`src/logic/irs_map.svh`:
```
`ifndef IRS_MAP_SVH
`define IRS_MAP_SVH

// Character codes of the command stream
`define IRS_CH_PER_NV 8'h50
`define IRS_CH_PER_RAM 8'h70
`define IRS_CH_THR_NV 8'h54
`define IRS_CH_THR_RAM 8'h74
`define IRS_CH_INFO 8'h49
`define IRS_CH_END 8'h78
`define IRS_CH_DOT 8'h2E
`define IRS_CH_COMMA 8'h2C
`define IRS_CH_SEC 8'h73
`define IRS_CH_MAG 8'h6D
`define IRS_CH_CR 8'h0D
`define IRS_CH_LF 8'h0A
`define IRS_CH_ZERO 8'h30
`define IRS_CH_NINE 8'h39

// Argument length in decimal digits
`define IRS_ARG_DIGITS 4'hA
// Integer digits of the threshold before the point
`define IRS_THR_INT 4'h8

// Response columns
`define IRS_COL_NVP 6'h02
`define IRS_COL_WKP 6'h0E
`define IRS_COL_NVT 6'h1A
`define IRS_COL_WKT 6'h27
`define IRS_COL_CR 6'h33
`define IRS_COL_LF 6'h34

// Timing
`define IRS_SEC_NS 1000000000
`define IRS_CLK_NS 10

`endif

```
`src/logic/irs_pkg.sv`:
```
package irs_pkg;

	typedef enum logic [1:0] {
		IRS_LOAD = 2'h0,
		IRS_IDLE = 2'h1,
		IRS_ARG = 2'h3,
		IRS_SEND = 2'h2
	} irs_state_type;

	typedef enum logic [2:0] {
		IRS_CMD_PER_NV = 3'h0,
		IRS_CMD_PER_RAM = 3'h1,
		IRS_CMD_THR_NV = 3'h2,
		IRS_CMD_THR_RAM = 3'h3,
		IRS_CMD_INFO = 3'h4
	} irs_cmd_type;

	// Period: ten BCD digits of seconds; threshold: eight integer and two fraction BCD digits
	typedef struct packed {
		logic [39:0] period;
		logic [39:0] thresh;
	} irs_settings_type;

endpackage

```
`src/logic/irs_fifo.sv`:
```
`timescale 1ns/1ps
`include "irs_map.svh"

module irs_fifo #(
	parameter int WIDTH = 8
) (
	input wire logic sys_clk,
	input wire logic reset_n,
	input wire logic in_valid,
	input wire logic [WIDTH-1:0] in_data,
	output logic in_ready,
	output logic out_valid,
	output logic [WIDTH-1:0] out_data,
	input wire logic out_ready
);

	logic head_v_q, head_v_d, tail_v_q, tail_v_d;
	logic [WIDTH-1:0] head_q, head_d, tail_q, tail_d;
	logic push, pop;

	assign push = in_valid & ~tail_v_q;
	assign pop = out_ready & head_v_q;
	assign in_ready = ~tail_v_q;
	assign out_valid = head_v_q;
	assign out_data = head_q;

	always_comb begin
		head_v_d = head_v_q;
		head_d = head_q;
		tail_v_d = tail_v_q;
		tail_d = tail_q;
		if (pop) begin
			head_v_d = tail_v_q;
			head_d = tail_q;
			tail_v_d = 1'b0;
		end
		if (push) begin
			if (!head_v_d) begin
				head_v_d = 1'b1;
				head_d = in_data;
			end else begin
				tail_v_d = 1'b1;
				tail_d = in_data;
			end
		end
	end

	always_ff @(posedge sys_clk or negedge reset_n) begin
		if (!reset_n) begin
			head_v_q <= 1'b0;
			tail_v_q <= 1'b0;
			head_q <= '0;
			tail_q <= '0;
		end else begin
			head_v_q <= head_v_d;
			tail_v_q <= tail_v_d;
			head_q <= head_d;
			tail_q <= tail_d;
		end
	end

endmodule

```
`src/logic/irs_top.sv`:
```
// How it works
// - Report only when reading magnitude exceeds working threshold; brighter ones suppressed.
// - Upper-case period command writes persistent and working period.
// - Lower-case period command writes working period only.
// - Period argument is ten decimal digits of seconds, then x.
// - Upper-case threshold command writes persistent and working threshold.
// - Lower-case threshold command writes working threshold only.
// - Threshold argument is fixed point with two decimals, then x.
// - Settings line answers the query and every period or threshold command.
// - Settings line starts with upper-case I.
// - Persistent period in columns 2-12, working period 14-24, suffix s.
// - Persistent threshold in columns 26-37, working threshold 39-50, suffix m.
// - Settings line ends with CR then LF in columns 51, 52.
// - After reset working values are loaded from persistent storage.
// - Timed report is a reading reply with serial number appended.
// - Working period zero stops timed reports.
`timescale 1ns/1ps
`include "irs_map.svh"

module irs_top #(
	parameter int SEC_CYCLES = `IRS_SEC_NS / `IRS_CLK_NS
) (
	input wire logic sys_clk,
	input wire logic reset_n,
	input wire logic rx_valid,
	input wire logic [7:0] rx_data,
	output logic rx_ready,
	output logic tx_valid,
	output logic [7:0] tx_data,
	input wire logic tx_ready,
	input wire irs_pkg::irs_settings_type nv_stored,
	output logic nv_we_period,
	output logic nv_we_thresh,
	output irs_pkg::irs_settings_type nv_wdata,
	output irs_pkg::irs_settings_type work_settings,
	input wire logic [39:0] reading_mag,
	input wire logic reading_neg,
	output logic report_req
);

	irs_pkg::irs_state_type st_q, st_d;
	irs_pkg::irs_cmd_type cmd_q, cmd_d;
	irs_pkg::irs_settings_type work_q, work_d, snap_q, snap_d, nvw_q, nvw_d;
	logic [39:0] dig_q, dig_d;
	logic [3:0] ndig_q, ndig_d;
	logic [5:0] col_q, col_d;
	logic rx_ready_q, rx_ready_d, we_p_q, we_p_d, we_t_q, we_t_d;
	logic take, is_digit, is_cmd, f_ready;
	irs_pkg::irs_cmd_type cmd_of;
	logic [31:0] div_q, div_d;
	logic [39:0] sec_q, sec_d;
	logic rep_q, rep_d;

	function automatic logic [7:0] bcd_char(input logic [39:0] v, input logic [3:0] i);
		return {4'h3, 4'(v >> (6'(4) * (6'(9) - 6'(i))))};
	endfunction
	function automatic logic [39:0] bcd_inc(input logic [39:0] v);
		logic [39:0] r;
		logic c;
		r = v;
		c = 1'b1;
		for (int k = 0; k < 10; k++) begin
			if (c) begin
				if (r[4*k +: 4] == 4'h9) begin
					r[4*k +: 4] = 4'h0;
				end else begin
					r[4*k +: 4] = r[4*k +: 4] + 4'h1;
					c = 1'b0;
				end
			end
		end
		return r;
	endfunction
	function automatic logic [7:0] per_char(input logic [39:0] v, input logic [5:0] k);
		return (k < 6'hA) ? bcd_char(v, k[3:0]) : `IRS_CH_SEC;
	endfunction
	function automatic logic [7:0] thr_char(input logic [39:0] v, input logic [5:0] k);
		logic [7:0] c;
		c = `IRS_CH_MAG;
		if (k < 6'h8) begin
			c = bcd_char(v, k[3:0]);
		end else if (k == 6'h8) begin
			c = `IRS_CH_DOT;
		end else if (k < 6'hB) begin
			c = bcd_char(v, 4'(k - 6'h1));
		end
		return c;
	endfunction
	function automatic logic [7:0] resp_char(input logic [5:0] col,
			input irs_pkg::irs_settings_type nv, input irs_pkg::irs_settings_type wk);
		logic [7:0] c;
		c = `IRS_CH_COMMA;
		if (col == 6'h0) begin
			c = `IRS_CH_INFO;
		end else if (col == `IRS_COL_LF) begin
			c = `IRS_CH_LF;
		end else if (col == `IRS_COL_CR) begin
			c = `IRS_CH_CR;
		end else if (col >= `IRS_COL_WKT) begin
			c = thr_char(wk.thresh, col - `IRS_COL_WKT);
		end else if (col >= `IRS_COL_NVT && col < `IRS_COL_WKT - 6'h1) begin
			c = thr_char(nv.thresh, col - `IRS_COL_NVT);
		end else if (col >= `IRS_COL_WKP && col < `IRS_COL_NVT - 6'h1) begin
			c = per_char(wk.period, col - `IRS_COL_WKP);
		end else if (col >= `IRS_COL_NVP && col < `IRS_COL_WKP - 6'h1) begin
			c = per_char(nv.period, col - `IRS_COL_NVP);
		end
		return c;
	endfunction
	assign take = rx_valid & rx_ready_q;
	assign is_digit = (rx_data >= `IRS_CH_ZERO) && (rx_data <= `IRS_CH_NINE);
	assign is_cmd = (rx_data == `IRS_CH_PER_NV) || (rx_data == `IRS_CH_PER_RAM) ||
		(rx_data == `IRS_CH_THR_NV) || (rx_data == `IRS_CH_THR_RAM) ||
		(rx_data == `IRS_CH_INFO);
	always_comb begin
		unique case (rx_data)
			`IRS_CH_PER_NV: cmd_of = irs_pkg::IRS_CMD_PER_NV;
			`IRS_CH_PER_RAM: cmd_of = irs_pkg::IRS_CMD_PER_RAM;
			`IRS_CH_THR_NV: cmd_of = irs_pkg::IRS_CMD_THR_NV;
			`IRS_CH_THR_RAM: cmd_of = irs_pkg::IRS_CMD_THR_RAM;
			default: cmd_of = irs_pkg::IRS_CMD_INFO;
		endcase
	end

	// Parser, settings store and response emitter
	always_comb begin
		st_d = st_q;
		cmd_d = cmd_q;
		work_d = work_q;
		snap_d = snap_q;
		nvw_d = nvw_q;
		dig_d = dig_q;
		ndig_d = ndig_q;
		col_d = col_q;
		we_p_d = 1'b0;
		we_t_d = 1'b0;
		unique case (st_q)
			irs_pkg::IRS_LOAD: begin
				work_d = nv_stored;
				st_d = irs_pkg::IRS_IDLE;
			end
			irs_pkg::IRS_IDLE: begin
				if (take && is_cmd) begin
					cmd_d = cmd_of;
					dig_d = '0;
					ndig_d = 4'h0;
					st_d = irs_pkg::IRS_ARG;
				end
			end
			irs_pkg::IRS_ARG: begin
				if (take) begin
					if (is_digit && cmd_q != irs_pkg::IRS_CMD_INFO && ndig_q < `IRS_ARG_DIGITS) begin
						dig_d = {dig_q[35:0], rx_data[3:0]};
						ndig_d = ndig_q + 4'h1;
					end else if (rx_data == `IRS_CH_DOT && ndig_q == `IRS_THR_INT &&
							(cmd_q == irs_pkg::IRS_CMD_THR_NV || cmd_q == irs_pkg::IRS_CMD_THR_RAM)) begin
						st_d = irs_pkg::IRS_ARG;
					end else if (rx_data == `IRS_CH_END &&
							(cmd_q == irs_pkg::IRS_CMD_INFO || ndig_q == `IRS_ARG_DIGITS)) begin
						snap_d = nv_stored;
						unique case (cmd_q)
							irs_pkg::IRS_CMD_PER_NV: begin
								work_d.period = dig_q;
								snap_d.period = dig_q;
								nvw_d.period = dig_q;
								we_p_d = 1'b1;
							end
							irs_pkg::IRS_CMD_PER_RAM: begin
								work_d.period = dig_q;
							end
							irs_pkg::IRS_CMD_THR_NV: begin
								work_d.thresh = dig_q;
								snap_d.thresh = dig_q;
								nvw_d.thresh = dig_q;
								we_t_d = 1'b1;
							end
							irs_pkg::IRS_CMD_THR_RAM: begin
								work_d.thresh = dig_q;
							end
							default: snap_d = nv_stored;
						endcase
						col_d = 6'h0;
						st_d = irs_pkg::IRS_SEND;
					end else if (is_cmd) begin
						cmd_d = cmd_of;
						dig_d = '0;
						ndig_d = 4'h0;
					end else begin
						st_d = irs_pkg::IRS_IDLE;
					end
				end
			end
			irs_pkg::IRS_SEND: begin
				if (f_ready) begin
					col_d = col_q + 6'h1;
					if (col_q == `IRS_COL_LF) begin
						st_d = irs_pkg::IRS_IDLE;
					end
				end
			end
		endcase
		rx_ready_d = (st_d == irs_pkg::IRS_IDLE) || (st_d == irs_pkg::IRS_ARG);
	end

	always_ff @(posedge sys_clk or negedge reset_n) begin
		if (!reset_n) begin
			st_q <= irs_pkg::IRS_LOAD;
			cmd_q <= irs_pkg::IRS_CMD_INFO;
			work_q <= '0;
			snap_q <= '0;
			nvw_q <= '0;
			dig_q <= '0;
			ndig_q <= 4'h0;
			col_q <= 6'h0;
			rx_ready_q <= 1'b0;
			we_p_q <= 1'b0;
			we_t_q <= 1'b0;
		end else begin
			st_q <= st_d;
			cmd_q <= cmd_d;
			work_q <= work_d;
			snap_q <= snap_d;
			nvw_q <= nvw_d;
			dig_q <= dig_d;
			ndig_q <= ndig_d;
			col_q <= col_d;
			rx_ready_q <= rx_ready_d;
			we_p_q <= we_p_d;
			we_t_q <= we_t_d;
		end
	end

	irs_fifo #(.WIDTH(8)) u_fifo (
		.sys_clk(sys_clk),
		.reset_n(reset_n),
		.in_valid(st_q == irs_pkg::IRS_SEND),
		.in_data(resp_char(col_q, snap_q, work_q)),
		.in_ready(f_ready),
		.out_valid(tx_valid),
		.out_data(tx_data),
		.out_ready(tx_ready)
	);

	// Seconds divider and interval timer
	always_comb begin
		div_d = div_q + 32'h1;
		sec_d = sec_q;
		rep_d = 1'b0;
		if (div_q == 32'(SEC_CYCLES - 1)) begin
			div_d = 32'h0;
			if (work_q.period == 40'h0) begin
				sec_d = 40'h0;
			end else if (bcd_inc(sec_q) >= work_q.period) begin
				sec_d = 40'h0;
				// darker than threshold only; formatter appends serial
				rep_d = !reading_neg && (reading_mag > work_q.thresh);
			end else begin
				sec_d = bcd_inc(sec_q);
			end
		end
	end

	always_ff @(posedge sys_clk or negedge reset_n) begin
		if (!reset_n) begin
			div_q <= 32'h0;
			sec_q <= 40'h0;
			rep_q <= 1'b0;
		end else begin
			div_q <= div_d;
			sec_q <= sec_d;
			rep_q <= rep_d;
		end
	end

	assign rx_ready = rx_ready_q;
	assign nv_we_period = we_p_q;
	assign nv_we_thresh = we_t_q;
	assign nv_wdata = nvw_q;
	assign work_settings = work_q;
	assign report_req = rep_q;

endmodule

```
`config.mk`:
```
export PLATFORM = sky130hd
export DESIGN_NAME = irs_top
export DESIGN_NICKNAME = d
export VERILOG_FILES = /design/src/logic/irs_pkg.sv /design/src/logic/irs_fifo.sv /design/src/logic/irs_top.sv
export VERILOG_INCLUDE_DIRS = /design/src /design/src/logic
export SDC_FILE = /design/constraint.sdc
export NUM_CORES = 1
export LEC_CHECK = 0
export BUFFER_PORTS_ARGS = -buffer_cell sky130_fd_sc_hd__buf_4
export CAP_MARGIN = 5
export CORE_ASPECT_RATIO = 0.8
export CORE_MARGIN = 1
export CORE_UTILIZATION = 59
export CTS_CLUSTER_SIZE = 14
export DETAILED_ROUTE_END_ITERATION = 10
export PLACE_DENSITY_LB_ADDON = 0.15
export RECOVER_POWER = 100
export SKIP_CTS_REPAIR_TIMING = 1
export SLEW_MARGIN = 20
export SYNTH_ARGS = -nofsm -noshare
export SYNTH_HDL_FRONTEND = slang
export SYNTH_SLANG_ARGS = --single-unit
```
`constraint.sdc`:
```
create_clock -name sys_clk -period 5 [get_ports sys_clk]
set_input_delay 0.5 -clock sys_clk [delete_from_list [all_inputs] [get_ports sys_clk]]
set_output_delay 0.5 -clock sys_clk [all_outputs]
set_load 0.01 [all_outputs]
```
Word-level counts from Yosys, hierarchy flattened
Index checks and enable logic that the tools add are counted.

Flip-flop bits (word level): 389. Output and inout port bits: 173. Bits in read-only memories: 0. Logic and storage cells: 392. Input port bits: 133. Latch bits: 0. Memory bits (writable): 0. Memories kept: 0.

Equal/unequal tests: 47. Bitwise operators: 6. Div/mod/pow operators: 0. Reduce and logical (&&, ||, !) cells: 55. Muxes and demuxes: 205. Order comparisons: 18. Add/sub/neg operators: 25. Multiply operators: 0. Shift-type cells: 6.

Operator list (number): $mux W40 (12); $mux W80 (4); $shr A40 B6 Y4 (6); $mux W4 (54); $pmux W80 S2 (1); $mux W1 (90); $pmux W40 S2 (1); $mux W7 (10); $mux W8 (8); $eq A4 B4 Y1 const B (12); $eq A8 B7 Y1 const B (6); $add A4 B1 Y4 const B (11); $lt A6 B4 Y1 const B (7); $ge A40 B40 Y1 (1); $gt A40 B40 Y1 (1); $logic_not A40 Y1 (1); $reduce_and A6 Y1 (6); $add A32 B1 Y32 const B (1); $eq A32 B27 Y1 const B (1); $mux W32 (1); $mux W6 (5); $reduce_bool A3 Y1 (9); $sub A4 B4 Y4 const A (6); $ne A2 B2 Y1 const B (10); 44 further kinds (98).

Longest topological paths before layout
Gate-level depths: netlist of run 1.

Depth in word-level cells: 70. Gate-level depth with buffers: 20. Mapped depth without buffers: 17.

Hierarchy
From an unflattened synthesis of run 1, not the netlist that was laid out.

Cell total of the unflattened synthesis: 2377. Area total of the unflattened synthesis: 22706.8 um^2.

Modules (own cells, without submodules): irs_top (seq. area each 9285.2 um^2, cells an instance 2325, times used 1, area an instance 21922.3 um^2); irs_fifo (seq. area each 450.4 um^2, cells an instance 52, times used 1, area an instance 784.5 um^2).

Worst setup path before layout of run 1
Ideal clock, no wire load.

Path type: register to register. From: reg sec_q[25]. To: reg sec_q[12]. Setup time: 0.083 ns. Arrival: 3.859 ns. Stages on the path, launching flop included: 17. Data required time: 4.917 ns. Slack: 1.058 ns. Path through: dfrtp_1 -> inv_1 -> ha_1 -> and3b_1 -> or4b_4 -> or4_4 -> o21bai_4 -> o22ai_1 -> ha_1 -> nand4_1 -> nor4_1 -> o21a_1 -> o32a_1 -> nor4_4 -> nand2_1 -> clkbuf_1 -> o22ai_1.

Cells in the longest elaborated chain, start to end: 17. Elaborated cells between the ends (all ways): 30. Classes of those cells: add/sub (1); order compare (1); eq/ne (1); mux (25); reduce/logical (2).

Ends and longest elaborated chain: start, declared (line irs_top.sv:51) `logic [39:0] sec_q, sec_d;`; start signal, assigned (line irs_top.sv:266) `sec_q <= 40'h0;`; start signal, assigned (line irs_top.sv:270) `sec_q <= sec_d;`; $eq A4 B4 Y1 (line irs_top.sv:64) `if (r[4*k +: 4] == 4'h9) begin`; $mux W1 (line irs_top.sv:64); $mux W1 (line irs_top.sv:63) `if (c) begin`; $mux W1 (line irs_top.sv:251) `if (work_q.period == 40'h0) begin`; $mux W1 (line irs_top.sv:249) `if (div_q == 32'(SEC_CYCLES - 1)) begin`; $mux W1 (line irs_top.sv:63); $mux W1 (line irs_top.sv:251); $mux W1 (line irs_top.sv:249); $mux W1 (line irs_top.sv:63); $mux W1 (line irs_top.sv:251); $mux W1 (line irs_top.sv:249); $mux W4 (line irs_top.sv:63); $mux W4 (line irs_top.sv:251); $mux W4 (line irs_top.sv:249); $ge A40 B40 Y1 * (line irs_top.sv:253) `end else if (bcd_inc(sec_q) >= work_q.period) begin`; $reduce_bool A3 Y1 (no line) or $mux W40 (tied branches); $reduce_and A2 Y1 (no line) or $mux W40 (tied branches).

Mark *: on every way between the ends. The rest lies on a longest branch, timed or not. The select of a mux whose other input is x is not followed. A chain may end at the register's enable or synchronous reset.

Worst setup path in the final report of run 1
From: reg st_q[1]. To: reg work_q (netlist bit work_settings[20]).

Cells in the longest elaborated chain, start to end: 3. Elaborated cells between the ends (all ways): 10. Classes of those cells: eq/ne (6); mux (1); reduce/logical (3).

Ends and longest elaborated chain: start, declared (line irs_top.sv:41) `irs_pkg::irs_state_type st_q, st_d;`; start signal, assigned (line irs_top.sv:207) `st_q <= irs_pkg::IRS_LOAD;`; start signal, assigned (line irs_top.sv:219) `st_q <= st_d;`; $eq A2 B2 Y1 or $logic_not A2 Y1 (tied branches) (line irs_top.sv:137) `unique case (st_q)`; $ne A2 B2 Y1 (no line) or $reduce_bool A2 Y1 (tied branches); $reduce_and A6 Y1 (no line); end signal, assigned (line irs_top.sv:221) `work_q <= work_d;`; end, declared (line irs_top.sv:43) `irs_pkg::irs_settings_type work_q, work_d, snap_q, snap_d, nvw_q, nvw_d;`.

Parallel ways exist; a longest one is shown, timed or not.

==> results of run 1 <==
[synthesized netlist by cell type (all sizes together) (15+ instances only)]
cell type  number  area [sq um]
or3            26           163
nor4           26           178
o21a           15           113
nor2           81           317
a21o           29           218
mux2i         104          1040
nor2b          18           113
mux2           96          1080
and3           58           363
nand4          68           425
xnor2          26           228
nand2b         16           100
a211oi         84           636
buf            39           230
mux4           44           991
o22ai          22           138
a21oi         156           781
dfrtp         386          9660
nand3          74           375
inv           130           488
nand2         255           960
xor2           17           149
nor3           34           180
o21ai         203          1020
ha            113          1410
clkbuf        103           387
[kinds of logic (layout without fill, tap and decap cells)]
| logic type | after synthesis | in the layout |
|---|---|---|
| DFF | 387 | 387 |
| buffers and inverters | 272 | 555 |
| and+or+nand+nor | 704 | 704 |
| AOI/OAI and AO/OA | 597 | 597 |
| other | 0 | 4 |
| xor gates and xnor gates | 45 | 45 |
| adders and majority gates | 113 | 113 |
| muxes | 244 | 244 |
[sequential cells by signal, indices dropped and copies added, names as in the netlist]
register,cells
cmd_q,3
col_q,6
dig_q,40
div_q,32
ndig_q,4
nv_wdata,80
nv_we_period,1
nv_we_thresh,1
report_req,1
rx_ready,1
sec_q,40
snap_q,80
st_q,1
u_fifo.out_data,8
u_fifo.out_valid,1
u_fifo.tail_q,7
u_fifo.tail_v_q,1
work_settings,80
[power breakdown]
group | total, mW | switching [mW] | internal [mW]
registers | 3.15 | 0.0106 | 3.14
logic | 0.410 | 0.247 | 0.163
clock network | 3.35 | 1.36 | 2.00
total | 6.91 | 1.61 | 5.30
[worst max-delay path, stage by stage, from the launching register on]
cell      delay (ns)
dfrtp_1         0.32
clkbuf_1        1.68
and2_0          0.42
and3_1          0.56
a21oi_4         0.18
buf_4           0.28
clkbuf_2        0.61
a211oi_1        0.50
a21oi_1         0.07
[area by class of cell]
cell class	count	area, sq um
timing repair buffer	349	1990
sequential	387	9690
fill	3123	11800
clock buffer	57	1200
inverter	130	488
tap	495	619
clock inverter	19	278
multi-input combinational	1703	12200
antenna	4	10.0
[metal layers]
layer,vias to the layer above,global-route usage [%]
met2,1164,59.6
met3,218,12.7
li1,9162,-
met5,-,0
met4,6,14.4
met1,10100,54.1
[worst min-delay path by stage]
stage                                      start                       endpoint  slack, ns  cells after the start
after CTS                                reset_n  work_settings[33]$_DFFE_PN0P_      -0.09                      1
after detailed placement  snap_q[19]$_DFFE_PN0P_         snap_q[19]$_DFFE_PN0P_       0.47                      2
after global placement    snap_q[18]$_DFFE_PN0P_         snap_q[18]$_DFFE_PN0P_       0.46                      2
final                                 rx_data[0]           dig_q[0]$_DFFE_PN0P_       0.22                      3
after global routing                  rx_data[0]           dig_q[0]$_DFFE_PN0P_       0.21                      3
after floorplan                          reset_n           cmd_q[0]$_DFFE_PN0P_       0.20                      0
[metrics by stage]
step	utilization [%]	power (mW)	worst slack, ns	cell area, sq um	std cells
3_3_place_gp	67.0	3.60	0.133	25600	3056
5_1_grt	69.1	7.07	0.0306	26500	3144
6_report	69.1	6.91	0.195	26500	3144
3_5_place_dp	67.0	3.61	0.0804	25600	3056
2_1_floorplan	-	3.38	1.06	23000	2362
4_1_cts	70.8	6.92	0.0330	27100	3132
==> metrics.md, run 1 <==
| Metric | Value |
|---|---|
| Grt total ovfl | 0 |
| Wire length per cell | 25.1 um |
| Initial antenna violation count | 9 |
| Full die area | 0.0397 sq mm |
| Placer Congestion | 0.980 |
| Kind of critical path | reg -> reg |
| Largest family of logic cells by synthesized area | compound AO/OA/AOI/OAI gates |
| Max-cap violations | 5 |
| Flop-to-flop setup slack | 0.19 ns |
| Fin nets | 2858 |
| Worst setup EP type | register |
| Synthesized area | 0.0230 sq mm |
| Critical Path Start | st_q[1]$_DFF_PN0_ |
| Vias/cell | 6.57 |
| Leak Pwr | 12.3 nW |
| #FFs+latches synth | 387 |
| CTS buffer count | 41 |
| Final setup vio count | 0 |
| Commonest non-fill, non-tap cells in the layout | dfrtp_1, nand2_1, o21ai_0 |
| Synth-to-Final Area Change | 15.3% |
| Netlist cell types | 90 |
| CTS root buf | clkbuf_16 |
| Worst reg2reg startpoint | st_q[1]$_DFF_PN0_ |
| CP Capture Point | work_settings[20]$_DFFE_PN0P_ |
| Largest net degree at the start of global routing | 145 |
| Port bufs | 305 |
| Slew HR | -165% |
| Core Area | 0.0383 sq mm |
| Vias | 20700 |
| DRC viols | 0 |
| Antenna viol nets, final | 0 |
| Max-slew violations | 370 |
| Post-synth EDFFs | 0 |
| CTS tree | yes |
| Worst Tran Pin Value | 3.98 ns |
| Final hold vios | 0 |
| Post-synth net total | 2608 |
| First-pass GRT wire length | 119000 um |
| XOR/XNOR share of the synthesized area | 1.84% |
| Met1 Wirelength | 31700 um |
| Synthesis warning total | 0 |
| Mux contribution to synthesized area | 13.6% |
| IO Pins | 306 |
| Post-Synth Simple-Gate Area | 15.5% |
| H-tree depth | 2 |
| Layout cells sized above 1 | 12.4% |
| WL met2 | 34500 um |
| Clk pin slew, worst setup/hold paths | 0.06 ns |
| Crit path required time | 5.40 ns |
| Status | complete, but fails checks |
| Worst-case reg-to-reg path depth | 8 |
| Crit path max fanout | 48 |
| Synth Area in Adders | 6.16% |
| Total Routed Length | 78900 um |
| Power Density | 261 mW/mm^2 |
| Met3 wire length | 9520 um |
| Worst hold path type | in -> reg |
| Critical Path AT | 5.21 ns |
| Most common cell after layout, fill and taps aside | dfrtp_1 |
| Setup Total Neg Slack | 0 ns |
| Maximum vdd drop | 0.297 mV |
| Worst-Skew Late Latency | 0.57 ns |
| Ys async rst share | 100% |
| Syn avg cell area | 9.72 sq um |
| Fin Clk Skew | 0.0237 ns |
| Buffer depth of the longest clock path | 3 |
| Sequential fraction of the synthesis area | 42.2% |
| Final worst path period share | 96.1% |
| Post-DP HPWL | 58800 um |
| Die width | 223 um |
| Highest routed layer | met5 |
| Fmax | 208 MHz |
| Vias in the first global route | 19700 |
| Synth Area in Compound Gates | 15.9% |
| Initial DRC Count | 2512 |
| Crit path time final | 4.81 ns |
| Failing checks | max-capacitance violations, max-slew violations |
| Die Span Y | 178 um |
| Cells after Synth | 2362 |
| Global Route Usage Sum | 39.7% |
| Row Count | 64 |
| Top_reg_cell synth | dfrtp_1 |
| Initial Util | 60.0% |
| RSZ-0062 raised after global routing | false |
| CP Launch Type | register |
| WHS | 0.220 ns |
| Pre-Repair DR Iteration Count | 6 |
| Reg2Reg Capture Point | work_settings[20]$_DFFE_PN0P_ |
| CTS sink cnt | 387 |
Note: power is estimated with default switching activity, not from simulation.
==> run 2, diff against run 1 <==
- CORE_ASPECT_RATIO: 0.8 -> unset
==> metrics.md, run 2 (synthesis results as in run 1) <==
| Metric | Value |
|---|---|
| Status | complete, but fails checks |
| Failing checks | max-capacitance violations, max-slew violations |
| Full die area | 0.0397 sq mm |
| Leak Pwr | 12.2 nW |
| Fmax | 208 MHz |
| Worst-case reg-to-reg path depth | 10 |
| Vias | 20800 |
| Synth-to-Final Area Change | 14.7% |
| Max incr delay on CP | 1.56 ns |
| IO Pins | 306 |
| Final hold vios | 0 |
| Fin Clk Skew | 0.0233 ns |
| Total Routed Length | 79800 um |
| Max-slew violations | 476 |
| Fillcell total | 3139 |
| Commonest non-fill, non-tap cells in the layout | dfrtp_1, nand2_1, clkbuf_1 |
| CTS buffer count | 43 |
| WHS | 0.181 ns |
| First-pass GRT wire length | 120000 um |
| Pre-CTS setup slack | 0.321 ns |
| Overall power | 6.69 mW |
| RSZ-0062 raised after global routing | false |
| Initial DRC Count | 1877 |
| Final worst path period share | 96.4% |
| Placer Congestion | 0.999 |
| Worst hold path type | in -> reg |
| Vias in the first global route | 20300 |
| Grt total ovfl | 0 |
| Clk pin slew, worst setup/hold paths | 0.06 ns |
| Max-cap violations | 7 |
| Crit path cell chain | clkbuf_1, nand2b_1, or3b_1, nor4b_2, and3_1, a21oi_4, buf_4, a211oi_1, a21oi_1 |
| Vias/cell | 6.59 |
| Top delay family on crit path | buffers and inverters |
| Final setup vio count | 0 |
| H-tree depth | 2 |
| Row Count | 71 |
| Buffer depth of the longest clock path | 3 |
| Buf/Inv on CP | 2 |
| CTS tree | yes |
| CTS sink cnt | 387 |
| Worst Tran Pin Value | 3.04 ns |
| Crit path time final | 4.82 ns |
| Antenna viol nets, final | 0 |
| Worst setup EP type | register |
| Slew HR | -102% |
| Initial antenna violation count | 11 |
| Setup Total Neg Slack | 0 ns |
| Layout cells sized above 1 | 11.9% |
| Port bufs | 305 |
| Worst-Skew Late Latency | 0.60 ns |
| Most common cell after layout, fill and taps aside | dfrtp_1 |
| CTS root buf | clkbuf_16 |
| Hold depth | 3 |
| Pre-Repair DR Iteration Count | 8 |
| Largest net degree at the start of global routing | 124 |
| Slowest-stage cell, CP | clkbuf_1 |
| Crit path required time | 5.44 ns |
| DRC viols | 0 |
| Fin nets | 2854 |
| Power Density | 254 mW/mm^2 |
| Critical Path AT | 5.26 ns |
| CP Launch Type | primary input |
| Initial Util | 60.5% |
| Maximum vdd drop | 0.311 mV |
| Core Area | 0.0379 sq mm |
| Post-DP HPWL | 59300 um |
| Crit path max fanout | 74 |
| Wire length per cell | 25.2 um |
| Die Span Y | 199 um |
| Worst setup margin | 0.182 ns |
| Global Route Usage Sum | 40.8% |
| Die width | 199 um |
| Crit. path cell count | 9 |
| Kind of critical path | in -> reg |
[run 2: changes by cell type in the layout (fill, tap and decap cells not counted), moves of 2 or more]
| cell | delta |
|---|---|
| nor4_1 | -2 |
| o21ai_1 | -4 |
| o21ai_0 | +4 |
| buf_12 | -3 |
| bufinv_16 | -4 |
| clkbuf_1 | +12 |
| diode_2 | +5 |
| clkbuf_8 | -5 |
| clkinv_2 | -5 |
[run 2: metal layers]
metal | global-route usage [%] | share of wire, % | up-vias
li1 | - | - | 9123
met1 | 54.5 | 39 | 10200
met2 | 60.8 | 44 | 1245
met3 | 10.0 | 11 | 256
met4 | 22.8 | 5.9 | 4
met5 | 0 | 0.034 | -
[run 2: per-stage QoR]
stage	cell area (sq um)	util (%)	instances
3_5_place_dp	25700	67.6	3074
3_3_place_gp	25700	67.6	3074
6_report	26300	69.4	3159
2_1_floorplan	23000	-	2362
4_1_cts	27000	71.2	3150
5_1_grt	26300	69.4	3157
[run 2: where the power goes]
group	total [mW]	switching (mW)	leakage, nW	internal (mW)
clock network	3.13	1.36	0.650	1.77
logic	0.407	0.247	6.58	0.161
registers	3.15	0.0108	4.94	3.14
[run 2: worst min-delay path: cells and delay by family]
| kind | cells | cell delay, ns |
|---|---|---|
| AO/OA/AOI/OAI | 1 | 0.07 |
| buffers and inverters | 1 | 0.11 |
| AND/OR/NAND/NOR | 1 | 0.06 |
[run 2: final timing paths]
| check | to | slack (ns) | start |
|---|---|---|---|
| worst min-delay path | cmd_q[0]$_DFFE_PN0P_ | 0.18 | rx_data[5] |
| max in group asynchronous | nv_wdata[27]$_DFFE_PN0P_ | 0.96 | reset_n |
| worst max-delay path | work_settings[70]$_DFFE_PN0P_ | 0.18 | rx_data[4] |
| worst min register to register | snap_q[46]$_DFFE_PN0P_ | 0.48 | snap_q[46]$_DFFE_PN0P_ |
| worst max register to register | u_fifo.tail_q[3]$_DFFE_PN0P_ | 0.27 | col_q[1]$_DFFE_PN0P_ |
| min in group asynchronous | u_fifo.out_data[7]$_DFF_PN0_ | 0.87 | reset_n |
[run 2: layout make-up]
class / count / area (sq um) / area share (%)
Clock inverter: 12 / 159 / 0.604
Multi-Input combinational cell: 1703 / 12200 / 46.5
Timing Repair Buffer: 343 / 1900 / 7.22
Clock buffer: 64 / 1190 / 4.54
Tap cell: 511 / 639 / 2.43
Antenna cell: 9 / 22.5 / 0.0856
Sequential cell: 387 / 9690 / 36.8
Inverter: 130 / 488 / 1.85
